**src/design/ccs_consts.svh**
```systemverilog
// ccs_consts.svh: offsets, field positions, reset values and timing counts
// assumes: included by bare name from the clock selector module and the bench
`ifndef CCS_CONSTS_SVH
`define CCS_CONSTS_SVH

// register offsets (word index on the plain register port)
`define CCS_OFS_MAIN_OSC_CTRL 4'h0
`define CCS_OFS_PROC_CLOCK_CTRL 4'h1
`define CCS_OFS_INT_OSC_MODE 4'h2
`define CCS_OFS_MAIN_CLOCK_MODE 4'h3
`define CCS_OFS_OSC_SETTLE 4'h4

// field positions
`define CCS_BIT_MAIN_OSC_STOP 7
`define CCS_BIT_MAIN_OSC_HALT 7
`define CCS_BIT_SUBCLOCK_STATUS 5
`define CCS_BIT_SUBCLOCK_SELECT 4
`define CCS_BIT_INT_OSC_STOP 0
`define CCS_BIT_MAIN_CLOCK_SELECT 0
`define CCS_BIT_CLOCK_SOURCE_STATUS 1

// reset values
`define CCS_RST_DIV 3'h0

// timing counts
`define CCS_START_GAP_CLKS 5'h11
`define CCS_INT_TO_HS_CLKS 8'h02
`define CCS_SUB_PREV_CLKS 8'h02

`endif

```
**src/design/ccs_pkg.sv**
```systemverilog
// ccs_pkg: types of the cpu clock selector
// assumes: nothing beyond the consts header
package ccs_pkg;
  typedef enum logic [1:0] {CCS_SRC_INT, CCS_SRC_HS, CCS_SRC_SUB} ccs_src_t;
  typedef enum logic [1:0] {CCS_ST_START, CCS_ST_RUN, CCS_ST_SWITCH} ccs_state_t;
endpackage

```
**src/design/ccs_edge_sync.sv**
```systemverilog
// ccs_edge_sync: three-stage synchroniser for an oscillator tick
// assumes: async input; emits one pulse per rising edge on core_clk
`timescale 1ns/10ps
module ccs_edge_sync (
  input wire logic core_clk,
  input wire logic rst,
  input wire logic async_in,
  output logic tick
);
  typedef struct packed {
    logic s1;
    logic s2;
    logic s3;
    logic lvl;
    logic tick;
  } ccs_sync_st_t;
  ccs_sync_st_t st_r;
  ccs_sync_st_t st_nxt;

  // shift; change counts once stage two and three agree
  always_comb
  begin
    st_nxt = st_r;
    st_nxt.s1 = async_in;
    st_nxt.s2 = st_r.s1;
    st_nxt.s3 = st_r.s2;
    // the filtered level follows only once stages two and three agree
    if (st_r.s2 == st_r.s3)
      st_nxt.lvl = st_r.s3;
    st_nxt.tick = (st_r.s2 == st_r.s3) && st_r.s3 && !st_r.lvl;
  end

  always_ff @(posedge core_clk)
  begin
    if (rst)
      st_r <= '0;
    else
      st_r <= st_nxt;
  end

  assign tick = st_r.tick;
endmodule

```
**src/design/ccs_sw_timer.sv**
```systemverilog
// ccs_sw_timer: counts pre-switch cpu clock enables, then commits
// assumes: load and cpu_en are one-cycle pulses on core_clk
`timescale 1ns/10ps
module ccs_sw_timer #(
  parameter int W = 16
) (
  input wire logic core_clk,
  input wire logic rst,
  input wire logic load,
  input wire logic [W-1:0] count,
  input wire logic cpu_en,
  output logic busy,
  output logic done
);
  typedef struct packed {
    logic [W-1:0] cnt;
    logic busy;
    logic done;
  } ccs_tmr_st_t;
  ccs_tmr_st_t st_r;
  ccs_tmr_st_t st_nxt;

  // refuse a counter too narrow for the shortest latencies
  if (W < 4)
  begin
    $error("ccs_sw_timer: width too small");
  end

  // load then count down on the old clock; done pulses at zero
  always_comb
  begin
    st_nxt = st_r;
    st_nxt.done = 1'b0;
    if (load)
    begin
      st_nxt.cnt = count;
      st_nxt.busy = 1'b1;
    end
    else if (st_r.busy && cpu_en)
    begin
      if (st_r.cnt <= W'(1))
      begin
        st_nxt.busy = 1'b0;
        st_nxt.done = 1'b1;
        st_nxt.cnt = '0;
      end
      else
        st_nxt.cnt = st_r.cnt - W'(1);
    end
  end

  always_ff @(posedge core_clk)
  begin
    if (rst)
      st_r <= '0;
    else
      st_r <= st_nxt;
  end

  assign busy = st_r.busy;
  assign done = st_r.done;
endmodule

```
**src/design/ccs_clock_select.sv**
```systemverilog
// ccs_clock_select: cpu clock source selection, oscillator gating, status
// assumes: oscillator ticks arrive from outside the core_clk domain;
// rst is the OR of every reset source; stop_mode and halt_mode levels come from the core
`timescale 1ns/10ps
`include "ccs_consts.svh"

// Function
// - Non-stoppable internal oscillator keeps watchdog counting during stop mode.
// - No direct switch between subsystem and internal clock; pass through high-speed.
// - Every reset source returns the controller to its reset state.
// - After stop or halt, cpu resumes on the source selected at entry.
// - Internal oscillator stop bit acts only when configured software-stoppable.
// - Bit placement: stop bit7, halt bit7, int stop bit0, select bit0.
// - High-speed osc stopped by stop bit on internal, halt bit on subsystem.
// - Main clock select write takes effect only after a delay.
// - Clock source status shows internal or high-speed actually driving cpu.
// - High-to-internal takes ratio shifted right by the divide code, plus one, clocks; reverse takes two.
// - Cpu selection uses divide bits 0..2 and subsystem select bit 4.
// - Subsystem status shows whether cpu actually runs on subsystem clock.
// - Divide change takes 16,8,4,2,1 old clocks per old divide code.
// - Main to subsystem takes scaled frequency ratio of old clocks.
// - Any switch with subsystem previously selected takes two old clocks.
// - Reset selects internal clock and withholds cpu clock 17 internal ticks.
module ccs_clock_select #(
  parameter int HS_INT_RATIO = 134,
  parameter int HS_SUB_RATIO = 489
) (
  input wire logic core_clk,
  input wire logic rst,
  input wire logic [3:0] reg_addr,
  input wire logic [7:0] reg_wdata,
  input wire logic reg_wr,
  input wire logic reg_rd,
  output logic [7:0] reg_rdata,
  input wire logic int_osc_tick,
  input wire logic hs_osc_tick,
  input wire logic sub_osc_tick,
  input wire logic int_osc_stoppable,
  input wire logic hs_is_rc,
  input wire logic osc_settled,
  input wire logic stop_mode,
  input wire logic halt_mode,
  output logic cpu_clk_en,
  output logic [1:0] cpu_src,
  output logic hs_osc_run,
  output logic int_osc_run,
  output logic watchdog_run
);
  typedef struct packed {
    ccs_pkg::ccs_state_t state;
    ccs_pkg::ccs_src_t src;
    ccs_pkg::ccs_src_t tgt;
    logic [2:0] div;
    logic [2:0] tgt_div;
    logic [4:0] start_cnt;
    logic [3:0] div_cnt;
    logic main_sel;
    logic sub_sel;
    logic [2:0] div_sel;
    logic osc_stop;
    logic osc_halt;
    logic int_stop;
    logic [7:0] rdata;
    logic clk_en;
    logic [1:0] src_out;
    logic hs_run;
    logic int_run;
    logic watchdog_run;
  } ccs_st_t;
  ccs_st_t st_r;
  ccs_st_t st_nxt;

  logic int_tick;
  logic hs_tick;
  logic sub_tick;
  logic tmr_busy;
  logic tmr_done;
  logic tmr_load;
  logic [15:0] tmr_count;
  logic src_tick;
  logic div_hit;

  // refuse ratios that the 16-bit switch timer cannot count
  if (HS_INT_RATIO < 1 || HS_INT_RATIO > 16000 || HS_SUB_RATIO < 8 || HS_SUB_RATIO > 16000)
  begin
    $error("ccs_clock_select: ratio out of range");
  end

  ccs_edge_sync u_int_sync (
    .core_clk(core_clk),
    .rst(rst),
    .async_in(int_osc_tick),
    .tick(int_tick)
  );
  ccs_edge_sync u_hs_sync (
    .core_clk(core_clk),
    .rst(rst),
    .async_in(hs_osc_tick),
    .tick(hs_tick)
  );
  ccs_edge_sync u_sub_sync (
    .core_clk(core_clk),
    .rst(rst),
    .async_in(sub_osc_tick),
    .tick(sub_tick)
  );

  // source tick of the clock driving the cpu now, then the divider enable
  always_comb
  begin
    unique case (st_r.src)
      ccs_pkg::CCS_SRC_HS: src_tick = hs_tick;
      ccs_pkg::CCS_SRC_SUB: src_tick = sub_tick;
      default: src_tick = int_tick;
    endcase
    if (st_r.src == ccs_pkg::CCS_SRC_SUB)
      div_hit = src_tick;
    else
      div_hit = src_tick && (st_r.div_cnt == 4'((16'h1 << st_r.div) - 16'h1));
  end

  // latency of a pending switch in old cpu clocks
  always_comb
  begin
    tmr_count = 16'(`CCS_INT_TO_HS_CLKS);
    if (st_r.src == ccs_pkg::CCS_SRC_SUB)
      tmr_count = 16'(`CCS_SUB_PREV_CLKS);
    else if (st_nxt.tgt == ccs_pkg::CCS_SRC_SUB)
      tmr_count = 16'((2 * HS_SUB_RATIO) >> st_r.div);
    else if (st_nxt.tgt != st_r.src && st_nxt.tgt == ccs_pkg::CCS_SRC_INT)
      tmr_count = 16'((HS_INT_RATIO >> st_r.div) + 1);
    else if (st_nxt.tgt != st_r.src)
      tmr_count = 16'(`CCS_INT_TO_HS_CLKS);
    else
      tmr_count = 16'(16 >> st_r.div);
  end

  assign tmr_load = (st_r.state == ccs_pkg::CCS_ST_RUN) && (st_nxt.state == ccs_pkg::CCS_ST_SWITCH);

  ccs_sw_timer #(.W(16)) u_timer (
    .core_clk(core_clk),
    .rst(rst),
    .load(tmr_load),
    .count(tmr_count),
    .cpu_en(div_hit),
    .busy(tmr_busy),
    .done(tmr_done)
  );

  // register writes, switch sequencing and output levels
  always_comb
  begin
    st_nxt = st_r;
    st_nxt.rdata = 8'h00;
    // register writes
    if (reg_wr)
    begin
      unique case (reg_addr)
        `CCS_OFS_MAIN_OSC_CTRL: st_nxt.osc_stop = reg_wdata[`CCS_BIT_MAIN_OSC_STOP];
        `CCS_OFS_PROC_CLOCK_CTRL:
        begin
          st_nxt.osc_halt = reg_wdata[`CCS_BIT_MAIN_OSC_HALT];
          st_nxt.sub_sel = reg_wdata[`CCS_BIT_SUBCLOCK_SELECT];
          st_nxt.div_sel = reg_wdata[2:0];
        end
        `CCS_OFS_INT_OSC_MODE:
          if (int_osc_stoppable)
            st_nxt.int_stop = reg_wdata[`CCS_BIT_INT_OSC_STOP];
        `CCS_OFS_MAIN_CLOCK_MODE: st_nxt.main_sel = reg_wdata[`CCS_BIT_MAIN_CLOCK_SELECT];
        default: ;
      endcase
    end
    // register reads, data one cycle later
    if (reg_rd)
    begin
      unique case (reg_addr)
        `CCS_OFS_MAIN_OSC_CTRL: st_nxt.rdata[`CCS_BIT_MAIN_OSC_STOP] = st_r.osc_stop;
        `CCS_OFS_PROC_CLOCK_CTRL:
        begin
          st_nxt.rdata[`CCS_BIT_MAIN_OSC_HALT] = st_r.osc_halt;
          st_nxt.rdata[`CCS_BIT_SUBCLOCK_STATUS] = (st_r.src == ccs_pkg::CCS_SRC_SUB);
          st_nxt.rdata[`CCS_BIT_SUBCLOCK_SELECT] = st_r.sub_sel;
          st_nxt.rdata[2:0] = st_r.div_sel;
        end
        `CCS_OFS_INT_OSC_MODE: st_nxt.rdata[`CCS_BIT_INT_OSC_STOP] = st_r.int_stop;
        `CCS_OFS_MAIN_CLOCK_MODE:
        begin
          st_nxt.rdata[`CCS_BIT_MAIN_CLOCK_SELECT] = st_r.main_sel;
          st_nxt.rdata[`CCS_BIT_CLOCK_SOURCE_STATUS] = (st_r.src != ccs_pkg::CCS_SRC_INT);
        end
        `CCS_OFS_OSC_SETTLE: st_nxt.rdata[0] = osc_settled | hs_is_rc;
        default: ;
      endcase
    end
    // divider count of the active source
    if (src_tick)
      st_nxt.div_cnt = div_hit ? 4'h0 : st_r.div_cnt + 4'h1;
    // sequencer; stop and halt freeze it in run so the entry source is kept
    unique case (st_r.state)
      ccs_pkg::CCS_ST_START:
        if (int_tick)
        begin
          if (st_r.start_cnt == 5'(`CCS_START_GAP_CLKS - 1))
            st_nxt.state = ccs_pkg::CCS_ST_RUN;
          else
            st_nxt.start_cnt = st_r.start_cnt + 5'h1;
        end
      ccs_pkg::CCS_ST_RUN:
        if (!stop_mode && !halt_mode)
        begin
          // target from the newly stored selects; sub and int never meet directly
          if (st_nxt.sub_sel && st_r.src != ccs_pkg::CCS_SRC_INT)
            st_nxt.tgt = ccs_pkg::CCS_SRC_SUB;
          else if (st_nxt.sub_sel)
            st_nxt.tgt = ccs_pkg::CCS_SRC_INT;
          else if (st_r.src == ccs_pkg::CCS_SRC_SUB)
            st_nxt.tgt = ccs_pkg::CCS_SRC_HS;
          else
            st_nxt.tgt = st_nxt.main_sel ? ccs_pkg::CCS_SRC_HS : ccs_pkg::CCS_SRC_INT;
          st_nxt.tgt_div = st_nxt.div_sel;
          if (st_nxt.tgt != st_r.src || st_nxt.tgt_div != st_r.div)
            st_nxt.state = ccs_pkg::CCS_ST_SWITCH;
        end
      ccs_pkg::CCS_ST_SWITCH:
        if (tmr_done)
        begin
          st_nxt.src = st_r.tgt;
          st_nxt.div = st_r.tgt_div;
          st_nxt.div_cnt = 4'h0;
          st_nxt.state = ccs_pkg::CCS_ST_RUN;
        end
    endcase
    // registered outputs
    st_nxt.clk_en = (st_r.state != ccs_pkg::CCS_ST_START) && div_hit && !stop_mode && !halt_mode;
    st_nxt.src_out = st_nxt.src;
    st_nxt.hs_run = !((st_r.src == ccs_pkg::CCS_SRC_INT && st_r.osc_stop) ||
                      (st_r.src == ccs_pkg::CCS_SRC_SUB && st_r.osc_halt) ||
                      (stop_mode && st_r.src != ccs_pkg::CCS_SRC_SUB));
    if (st_r.state == ccs_pkg::CCS_ST_SWITCH && st_r.tgt == ccs_pkg::CCS_SRC_HS)
      st_nxt.hs_run = 1'b1;
    st_nxt.int_run = !int_osc_stoppable || !st_r.int_stop ||
                     st_r.src == ccs_pkg::CCS_SRC_INT;
    st_nxt.watchdog_run = !int_osc_stoppable || !(stop_mode || halt_mode);
  end

  // state register; every reset source lands here
  always_ff @(posedge core_clk)
  begin
    if (rst)
    begin
      st_r <= '0;
      st_r.state <= ccs_pkg::CCS_ST_START;
      st_r.src <= ccs_pkg::CCS_SRC_INT;
      st_r.tgt <= ccs_pkg::CCS_SRC_INT;
      st_r.div <= `CCS_RST_DIV;
      st_r.div_sel <= `CCS_RST_DIV;
      st_r.int_run <= 1'b1;
      st_r.watchdog_run <= 1'b1;
    end
    else
      st_r <= st_nxt;
  end

  assign reg_rdata = st_r.rdata;
  assign cpu_clk_en = st_r.clk_en;
  assign cpu_src = st_r.src_out;
  assign hs_osc_run = st_r.hs_run;
  assign int_osc_run = st_r.int_run;
  assign watchdog_run = st_r.watchdog_run;

  property p_no_sub_int;
    @(posedge core_clk) disable iff (rst)
    $changed(st_r.src) |-> !(st_r.src == ccs_pkg::CCS_SRC_SUB && $past(st_r.src) == ccs_pkg::CCS_SRC_INT)
      && !(st_r.src == ccs_pkg::CCS_SRC_INT && $past(st_r.src) == ccs_pkg::CCS_SRC_SUB);
  endproperty
  a_no_sub_int: assert property (p_no_sub_int) else $error("direct sub/int switch");

  property p_start_gap;
    @(posedge core_clk) disable iff (rst)
    st_r.state == ccs_pkg::CCS_ST_START |-> !cpu_clk_en;
  endproperty
  a_start_gap: assert property (p_start_gap) else $error("cpu clock during start gap");

  property p_src_only_done;
    @(posedge core_clk) disable iff (rst)
    $changed(st_r.src) |-> $past(tmr_done);
  endproperty
  a_src_only_done: assert property (p_src_only_done) else $error("source moved early");

  property p_switch_busy;
    @(posedge core_clk) disable iff (rst)
    st_r.state == ccs_pkg::CCS_ST_SWITCH |-> tmr_busy || tmr_done;
  endproperty
  a_switch_busy: assert property (p_switch_busy) else $error("switch without timer");

  property p_int_stop_locked;
    @(posedge core_clk) disable iff (rst)
    !int_osc_stoppable |=> int_osc_run;
  endproperty
  a_int_stop_locked: assert property (p_int_stop_locked) else $error("int osc stopped");

  property p_watchdog_stop;
    @(posedge core_clk) disable iff (rst)
    (!int_osc_stoppable && stop_mode) |=> watchdog_run;
  endproperty
  a_watchdog_stop: assert property (p_watchdog_stop) else $error("watchdog stopped");

  property p_hold_sleep;
    @(posedge core_clk) disable iff (rst)
    (st_r.state == ccs_pkg::CCS_ST_RUN && (stop_mode || halt_mode)) |=> $stable(st_r.src);
  endproperty
  a_hold_sleep: assert property (p_hold_sleep) else $error("source changed in sleep");

  property p_src_status_read;
    @(posedge core_clk) disable iff (rst)
    (reg_rd && reg_addr == `CCS_OFS_MAIN_CLOCK_MODE) |=>
      reg_rdata[`CCS_BIT_CLOCK_SOURCE_STATUS] == ($past(st_r.src) != ccs_pkg::CCS_SRC_INT);
  endproperty
  a_src_status_read: assert property (p_src_status_read) else $error("source status wrong");

  property p_sub_status_read;
    @(posedge core_clk) disable iff (rst)
    (reg_rd && reg_addr == `CCS_OFS_PROC_CLOCK_CTRL) |=>
      reg_rdata[`CCS_BIT_SUBCLOCK_STATUS] == ($past(st_r.src) == ccs_pkg::CCS_SRC_SUB);
  endproperty
  a_sub_status_read: assert property (p_sub_status_read) else $error("subclock status wrong");
endmodule

```
**config.mk**
```make
export PLATFORM = sky130hd
export DESIGN_NAME = ccs_clock_select
export DESIGN_NICKNAME = d
export VERILOG_FILES = /design/src/design/ccs_pkg.sv /design/src/design/ccs_edge_sync.sv /design/src/design/ccs_sw_timer.sv /design/src/design/ccs_clock_select.sv
export VERILOG_INCLUDE_DIRS = /design/src /design/src/design
export SDC_FILE = /design/constraint.sdc
export NUM_CORES = 1
export LEC_CHECK = 0
export CORE_UTILIZATION = 55
export DETAILED_ROUTE_END_ITERATION = 10
export DONT_BUFFER_PORTS = 1
export PLACE_DENSITY = 0.75
export SYNTH_ARGS = -nofsm -noshare
export SYNTH_HDL_FRONTEND = slang
export SYNTH_SLANG_ARGS = --single-unit
```
**constraint.sdc**
```tcl
create_clock -name core_clk -period 2.6 [get_ports core_clk]
set_input_delay 0.52 -clock core_clk [delete_from_list [all_inputs] [get_ports core_clk]]
set_output_delay 0.52 -clock core_clk [all_outputs]
set_load 0.01 [all_outputs]
```
==> out/summary.log, run 1 <==
qor: worst_setup_path.worstPathBufferInverterCount 3
qor: floorplan.core.rowCount 31
qor: worst_setup_path.critical_path.reg2reg.startpoint st_r[34]
qor: final_layout.commonest_non_fill_non_tap_cell_in_the_layout sky130_fd_sc_hd__dfxtp_1
qor: logic_synthesis.synth_top_area_cell sky130_fd_sc_hd__dfxtp_1
qor: placed_design.place.gp.congestion 0.957
qor: logic_synthesis.ys_seq_area_share 34.7%
qor: worst_setup_path.cp_top_family compound AO/OA/AOI/OAI gates
qor: timing.number_of_hold_slack_violations_in_the_final_timing_report 0
qor: run_status.run_status finished with violations
qor: timing.min_period_over_period 104%
qor: timing.final.setup_skew 12.8 ps
qor: pwr.internal_power 0.00163 W
qor: logic_synthesis.avgSynthCellArea 8.22 um^2
qor: worst_setup_path.regToRegSetupSlack -110 ps
qor: pwr.p_total 0.00219 W
qor: clock_tree.cts_sinks 72
qor: grt.grtUsageTotal 27.4%
qor: final_layout.layout-drive-gt1-share 18.7%
qor: routing.drt-wirelength-per-cell 15.9 um
qor: hold_path.worst_hold_path_type primary input to flop
qor: floorplan.die_height 88.9 um
qor: final_layout.fillers 621
qor: worst_setup_path.critical-path-top-cell-by-count sky130_fd_sc_hd__buf_4
qor: grt.grt_first_pass_wirelength 16,400 um
qor: timing.setup_ws -108 ps
qor: logic_synthesis.synth_cells 505
qor: clock_tree.cts_root_buf sky130_fd_sc_hd__clkbuf_8
qor: timing.worst_pin_slew 506 ps
qor: worst_setup_path.crit_path_max_fanout 6
qor: logic_synthesis.synth_area_leaders sky130_fd_sc_hd__dfxtp_1 35%, sky130_fd_sc_hd__ha_1 6.3%, sky130_fd_sc_hd__nor2_1 5.2%
qor: floorplan.initial_core_util 57.2%
qor: grt.grt_pass1_vias 3,577
qor: logic_synthesis.syn-cell-area 4150 um^2
qor: grt.grt_max_degree 60
qor: logic_synthesis.synth_async_reset_ratio 0%
qor: logic_synthesis.synth.yosys.warnings 0
qor: placed_design.placement.cell_area 4460 um^2
qor: floorplan.ioPinCount 38
qor: clock_tree.cts_buffer_depth 2
qor: routing.avgViaCountPerCell 5.89
qor: logic_synthesis.area_share_of_the_largest_cell_type_after_synthesis 34.7%
qor: timing.slew_viol_final 0
qor: final_layout.most-common-layout-cells 70 x sky130_fd_sc_hd__dfxtp_1, 57 x sky130_fd_sc_hd__nor2_1, 53 x sky130_fd_sc_hd__buf_4, 37 x sky130_fd_sc_hd__a21oi_1, 32 x sky130_fd_sc_hd__nand2_1
qor: pwr.seq_power_share 51.8%
qor: timing.fmax 369 MHz
qor: routing.drt_pre_antenna_iters 5
qor: timing.final.hold.worst_slack 225 ps
qor: timing.max_slew_margin 65.8%
qor: final_layout.antenna_cells_inserted 0
qor: clock_tree.worst_setup_hold_path_clk_slew 80 ps
qor: final_layout.finalCoreUtilization 66.0%
qor: worst_setup_path.setup.worst_path.start st_r[34]
qor: clock_tree.tritoncts yes
qor: worst_setup_path.worstSetupPathType flop to flop
qor: worst_setup_path.crit_path_top_delay_cell sky130_fd_sc_hd__or4_4
qor: clock_tree.ctsHtreeMaxLevel 3
qor: pwr.p_clk_share 41.9%
qor: worst_setup_path.cp_num_cells 10
qor: routing.route.final.wire_length 10,200 um
qor: final_layout.design_area 4790 um^2
qor: routing.drc 0
qor: grt.globalRoute.totalOverflow 0
qor: worst_setup_path.crit_required 2880 ps
qor: placed_design.detailed_place_hpwl 7290 um
qor: logic_synthesis.synth.distinct_cells 64
qor: pwr.switchingPower 0.000553 W
qor: pwr.static-leakage-power 1.81 nW
qor: timing.timing.final.setup_violations 14
qor: run_status.violations negative setup slack
qor: worst_setup_path.type_of_element_launching_the_critical_path flop
qor: flow_run.drv.max_cap_violation_count 0
qor: worst_setup_path.worstRegToRegCells 10
qor: routing.final_antenna_net_count 0
qor: worst_setup_path.regToRegEndpoint u_timer.st_r[3]
qor: routing.via_count 3,763
qor: clock_tree.clock_insertion_delay_worst_skew 360 ps
qor: final_layout.area.growth.synth_to_final 15.3%
qor: floorplan.fp.coreArea 7250 um^2
qor: logic_synthesis.dominantRegCellSynth sky130_fd_sc_hd__dfxtp_1
qor: pwr.p_comb_share 6.3%
qor: pwr.power-per-cell-area 457 nW/um^2
qor: worst_setup_path.critPathArrivalTime 2980 ps
qor: grt.grt_antenna_before_repair 0
qor: worst_setup_path.worst_setup_path_endpoint u_timer.st_r[3]
qor: worst_setup_path.critical_path.max_stage_delay 430 ps
qor: floorplan.die_area 7900 um^2
qor: routing.initialDrtViolationCount 230
qor: final_layout.nets 580
qor: logic_synthesis.synth_edf_count 0
qor: clock_tree.cts_inserted_buffers 9
qor: pwr.ir_worst_vdd 0.000309 V
qor: floorplan.die_width 88.9 um
qor: placed_design.io_buffer_count 0
qor: logic_synthesis.post_synthesis_register_bit_count 72
qor: worst_setup_path.critical_path.endpoint_type flop
qor: timing.final.min_clock_period 2710 ps
qor: worst_setup_path.cp_cell_sequence inv_4 -> ha_4 -> o31a_1 -> or4_4 -> a2111oi_4 -> buf_4 -> o21ai_4 -> buf_4 -> o311a_1 -> a211oi_2
qor: timing.unrepaired_setup_endpoints_after_global_routing yes
qor: pwr.sw_frac_of_total 25.3%
==> flip-flops by register name (all words and copies together), names as in the netlist, 2 cells and up <==
register / flops
u_hs_sync.st_r: 2
reg_rdata: 6
cpu_src: 2
u_sub_sync.st_r: 2
u_int_sync.st_nxt: 2
u_timer.st_r: 16
u_int_sync.st_r: 2
st_r: 27
u_sub_sync.st_nxt: 2
u_hs_sync.st_nxt: 2
==> cell type report <==
type                    instances  area, um^2  share of cell area [%]
repair buffers                 56         425                    8.89
multi-input cells             378        2520                    52.6
clock inverters                 6        68.8                    1.44
well taps                      99         124                    2.59
flip-flops and latches         72        1450                    30.3
clock buffers                  10         128                    2.67
inverters                      18        72.6                    1.52
==> cells in the mapped netlist (all sizes together) (3+ instances only) <==
library cell,count
a31o,3
nor2b,21
nor2,59
o22ai,4
o211ai,5
a31oi,9
nand2,32
or4,4
nand2b,6
nor4,8
inv,17
clkbuf,17
o21a,3
and3,7
nor3,12
or3,4
nand3,20
a311oi,4
a2111oi,3
nor3b,4
xnor2,10
a211oi,6
dfxtp,72
buf,22
nand3b,5
o21ai,24
nand4,5
ha,21
and2,5
mux2i,16
xor2,8
a21oi,37
==> timing repair <==
item                                    in CTS  in global routing
pin swaps                                    8                  6
buffers inserted                             1                  6
hold buffers                                 0                  0
gates resized for setup                      5                  9
gates cloned                                 1                  1
endpoints found under the setup margin      16                 17
hold endpoints to repair                     0                  0
==> layer usage <==
layer	GRT usage, %	share of wire [%]	wire (um)	vias to the layer above
met5	0	0	0	-
met4	13.2	2.9	291	0
met3	5.60	5.4	552	26
met2	45.8	47	4780	126
met1	33.6	45	4530	1767
li1	-	-	-	1844
==> kinds of logic after synthesis <==
logic type / Yosys count / share of synthesized area, %
xor gates and xnor gates: 18 / 3.80
and+or+nand+nor: 199 / 24.7
DFF: 72 / 34.7
buffers and inverters: 57 / 6.60
muxes: 18 / 4.40
adders and majority gates: 21 / 6.33
other: 1 / 0.0904
AOI/OAI and AO/OA: 119 / 19.3
==> worst min path at each step <==
stage	endpoint	startpoint	slack (ps)	depth (start not counted)
after floorplan	int_osc_run	st_r[14]	380	1
after detailed placement	int_osc_run	st_r[14]	410	1
final	reg_rdata[7]	reg_addr[1]	220	1
after global routing	st_r[14]	rst	210	1
after CTS	st_r[14]	rst	210	1
after global placement	int_osc_run	st_r[14]	390	1
==> power by group through the flow <==
stage | combinational [W] | clock, W | sequential (W)
final | 0.000138 | 0.000916 | 0.00113
after global routing | 0.000155 | 0.000976 | 0.00113
after CTS | 0.000132 | 0.000931 | 0.00113
after detailed placement | 0.000131 | 0 | 0.00116
after global placement | 0.000127 | 0 | 0.00116
after floorplan | 0.000117 | 0 | 0.00115
==> stage by stage <==
step                      setup TNS [ps]  instances  worst slack (ps)
final                               -716        639              -108
after global routing               -2920        639              -239
after CTS                           -527        632             -77.3
after detailed placement            -686        614             -87.0
after global placement              -293        614             -65.6
after floorplan                    -3.98        506             -3.64
Power figures use the tool's default switching activity.
==> run 2, diff against run 1 <==
- CORE_MARGIN: not set -> 5
- CORE_UTILIZATION: 55 -> 40
- PLACE_DENSITY: 0.75 -> 0.58
==> out/summary.log, run 2 (synthesis gave the netlist of run 1 again) <==
qor: timing.unrepaired_setup_endpoints_after_global_routing yes
qor: routing.via_count 3,707 [-1.5%]
qor: clock_tree.hold_buffers 0 [unchanged]
qor: grt.grt_max_degree 60 [unchanged]
qor: routing.initialDrtViolationCount 249 [+8.3%]
qor: final_layout.area_of_combinational_cells_with_multiple_inputs 2610 um^2 [+3.5%]
qor: pwr.p_total 0.00214 W [-2.2%]
qor: worst_setup_path.crit_path_max_fanout 5 [-1]
qor: clock_tree.cts_buffer_depth 2 [unchanged]
qor: routing.final_antenna_net_count 0 [unchanged]
qor: timing.worst_pin_slew 552 ps [+46.5 ps]
qor: flow_run.drv.max_cap_violation_count 0 [unchanged]
qor: worst_setup_path.critical_path.reg2reg.startpoint st_r[35]
qor: worst_setup_path.critPathArrivalTime 3000 ps [+20 ps]
qor: final_layout.design_area 4920 um^2 [+2.9%]
qor: worst_setup_path.crit_path_top_delay_cell sky130_fd_sc_hd__or4_4
qor: grt.grtUsageTotal 16.3% [-11 points]
qor: floorplan.die_width 112 um [+26%]
qor: worst_setup_path.type_of_element_launching_the_critical_path flop
qor: final_layout.registers.top_by_ff_count st_r
qor: worst_setup_path.worstRegToRegCells 9 [-1]
qor: clock_tree.clock_insertion_delay_worst_skew 360 ps [about the same]
qor: clock_tree.cts_root_buf sky130_fd_sc_hd__clkbuf_8
qor: floorplan.die_height 112 um [+26%]
qor: clock_tree.ctsHtreeMaxLevel 3 [unchanged]
qor: worst_setup_path.worstSetupPathType flop to flop
qor: floorplan.initial_core_util 40.6% [-17 points]
qor: worst_setup_path.regToRegEndpoint u_timer.st_r[8]
qor: clock_tree.cts_inserted_buffers 9 [unchanged]
qor: hold_path.worst_hold_path_type primary input to flop
qor: worst_setup_path.regToRegSetupSlack -130 ps [-20 ps]
qor: floorplan.core.rowCount 37 [+19%]
qor: final_layout.layout-drive-gt1-share 21.2% [+2.4 points]
qor: clock_tree.worst_setup_hold_path_clk_slew 90 ps [about the same]
qor: worst_setup_path.critical_path.max_stage_delay 540 ps [+110 ps]
qor: worst_setup_path.critical-path-top-cell-by-count sky130_fd_sc_hd__or4_4
qor: timing.fmax 367 MHz [-0.70%]
qor: hold_path.min_delay_path_depth 1 [unchanged]
qor: floorplan.fp.coreArea 10,200 um^2 [+41%]
qor: run_status.violations negative setup slack
qor: placed_design.placement.cell_area 4520 um^2 [+1.2%]
qor: hold_path.holdPathEnd st_r[34]
qor: hold_path.hold_start rst
qor: grt.grt_first_pass_wirelength 17,000 um [+3.6%]
qor: floorplan.die_area 12,500 um^2 [+58%]
qor: run_status.run_status finished with violations
qor: clock_tree.cts_sinks 72 [unchanged]
qor: placed_design.detailed_place_hpwl 7540 um [+3.4%]
qor: worst_setup_path.crit_required 2870 ps [about the same]
qor: routing.drc 0 [unchanged]
qor: final_layout.commonest_non_fill_non_tap_cell_in_the_layout sky130_fd_sc_hd__dfxtp_1
qor: floorplan.ioPinCount 38 [unchanged]
qor: timing.final.setup_skew 15.2 ps [+2.36 ps]
qor: grt.globalRoute.totalOverflow 0 [unchanged]
qor: clock_tree.tritoncts yes
qor: placed_design.pre_cts_slack -128 ps [-41.2 ps]
qor: routing.drt-wirelength-per-cell 15.3 um [-3.7%]
qor: pwr.ir_worst_vdd 0.000264 V [-15%]
qor: final_layout.fillers 1,020 [+64%]
qor: routing.route.final.wire_length 10,300 um [+1.8%]
qor: worst_setup_path.cp_cell_sequence inv_4 -> ha_4 -> o31a_1 -> or4_4 -> a2111oi_4 -> buf_4 -> o21ai_4 -> or4_4 -> a311oi_2
qor: routing.drt_pre_antenna_iters 4 [-1]
qor: placed_design.place.gp.congestion 0.886 [-7.3%]
qor: final_layout.most-common-layout-cells 70 x sky130_fd_sc_hd__dfxtp_1, 56 x sky130_fd_sc_hd__nor2_1, 52 x sky130_fd_sc_hd__buf_4, 35 x sky130_fd_sc_hd__a21oi_1, 32 x sky130_fd_sc_hd__nand2_1
qor: final_layout.antenna_cells_inserted 0 [unchanged]
qor: timing.slew_viol_final 0 [unchanged]
qor: pwr.power-per-cell-area 434 nW/um^2 [-4.9%]
qor: placed_design.io_buffer_count 0 [unchanged]
qor: timing.setup_ws -127 ps [-19.1 ps]
qor: timing.number_of_hold_slack_violations_in_the_final_timing_report 0 [unchanged]
qor: final_layout.number_of_flip_flops_in_the_largest_register 27 [unchanged]
qor: grt.grt_pass1_vias 3,487 [-2.5%]
qor: worst_setup_path.critical_path.endpoint_type flop
qor: timing.timing.final.setup_violations 15 [+1]
qor: timing.final.min_clock_period 2730 ps [+19.1 ps]
qor: grt.grt_antenna_before_repair 0 [unchanged]
qor: final_layout.seqCellArea 1450 um^2 [unchanged]
qor: timing.final.hold.worst_slack 219 ps [-5.67 ps]
qor: final_layout.finalCoreUtilization 48.1% [-18 points]
qor: final_layout.nets 579 [-0.17%]
qor: final_layout.area.growth.synth_to_final 18.7%
qor: routing.avgViaCountPerCell 5.49 [-6.7%]
qor: timing.max_slew_margin 62.7% [-3.1 points]
qor: pwr.static-leakage-power 1.83 nW [+1.3%]
qor: timing.min_period_over_period 105% [+0.73 points]
[run 2: cell count changes in the layout (fill, tap and decap cells not counted), sizes merged]
cell | before | now
clkinvlp | 1 | 0
inv | 19 | 23
clkbuf | 10 | 9
buf | 56 | 55
bufinv | 1 | 0
clkinv | 3 | 2
[run 2: report_power, final]
part           leakage, nW  internal, W  switching [W]
sequential           0.584      0.00112      0.0000132
clock                0.101     0.000378       0.000494
combinational         1.15    0.0000623      0.0000726
[run 2: repair_timing]
item / CTS / global route
setup endpoints to repair: 15 / 22
cloned: 1 / 0
resized for setup: 11 / 17
setup buffers: 5 / 1
pin swaps: 12 / 11
[run 2: layout make-up]
cell class	count	share of cell area, %
clock buffer	9	2.52
multi-input combinational	378	52.9
timing repair buffer	55	8.79
sequential	72	29.4
tap	136	3.46
inverter	18	1.47
clock inverter	7	1.40
[run 2: worst max path at each step]
stage / startpoint / to / cells after the start / slack, ps
3_3_place_gp: st_r[34] / u_timer.st_r[14] / 11 / -90
3_5_place_dp: st_r[34] / u_timer.st_r[17] / 11 / -130
2_1_floorplan: reg_addr[0] / u_timer.st_r[2] / 8 / -4
5_1_grt: st_r[34] / u_timer.st_r[8] / 9 / -240
6_report: st_r[35] / u_timer.st_r[8] / 9 / -130
4_1_cts: st_r[34] / u_timer.st_r[10] / 10 / -120
[run 2: layer usage]
layer	GRT usage, %	vias up	routed length, um
met1	21.3	1763	4640
met5	0	-	0
met4	3.57	0	98
li1	-	1848	-
met3	3.91	12	734
met2	27.2	84	4870
[run 2: worst max-delay path: cells and delay by family (launching register included)]
| family | cells | cell delay, ps |
|---|---|---|
| AO/OA/AOI/OAI | 4 | 880 |
| adder cells (fa/ha/maj) | 1 | 150 |
| buffers and inverters | 2 | 250 |
| flip-flops | 1 | 400 |
| AND/OR/NAND/NOR | 2 | 970 |
[run 2: per-stage QoR]
step / setup TNS, ps / cells
6_report: -734 / 675
5_1_grt: -2630 / 675
4_1_cts: -863 / 674
3_5_place_dp: -1020 / 652
3_3_place_gp: -737 / 652
2_1_floorplan: -3.98 / 506
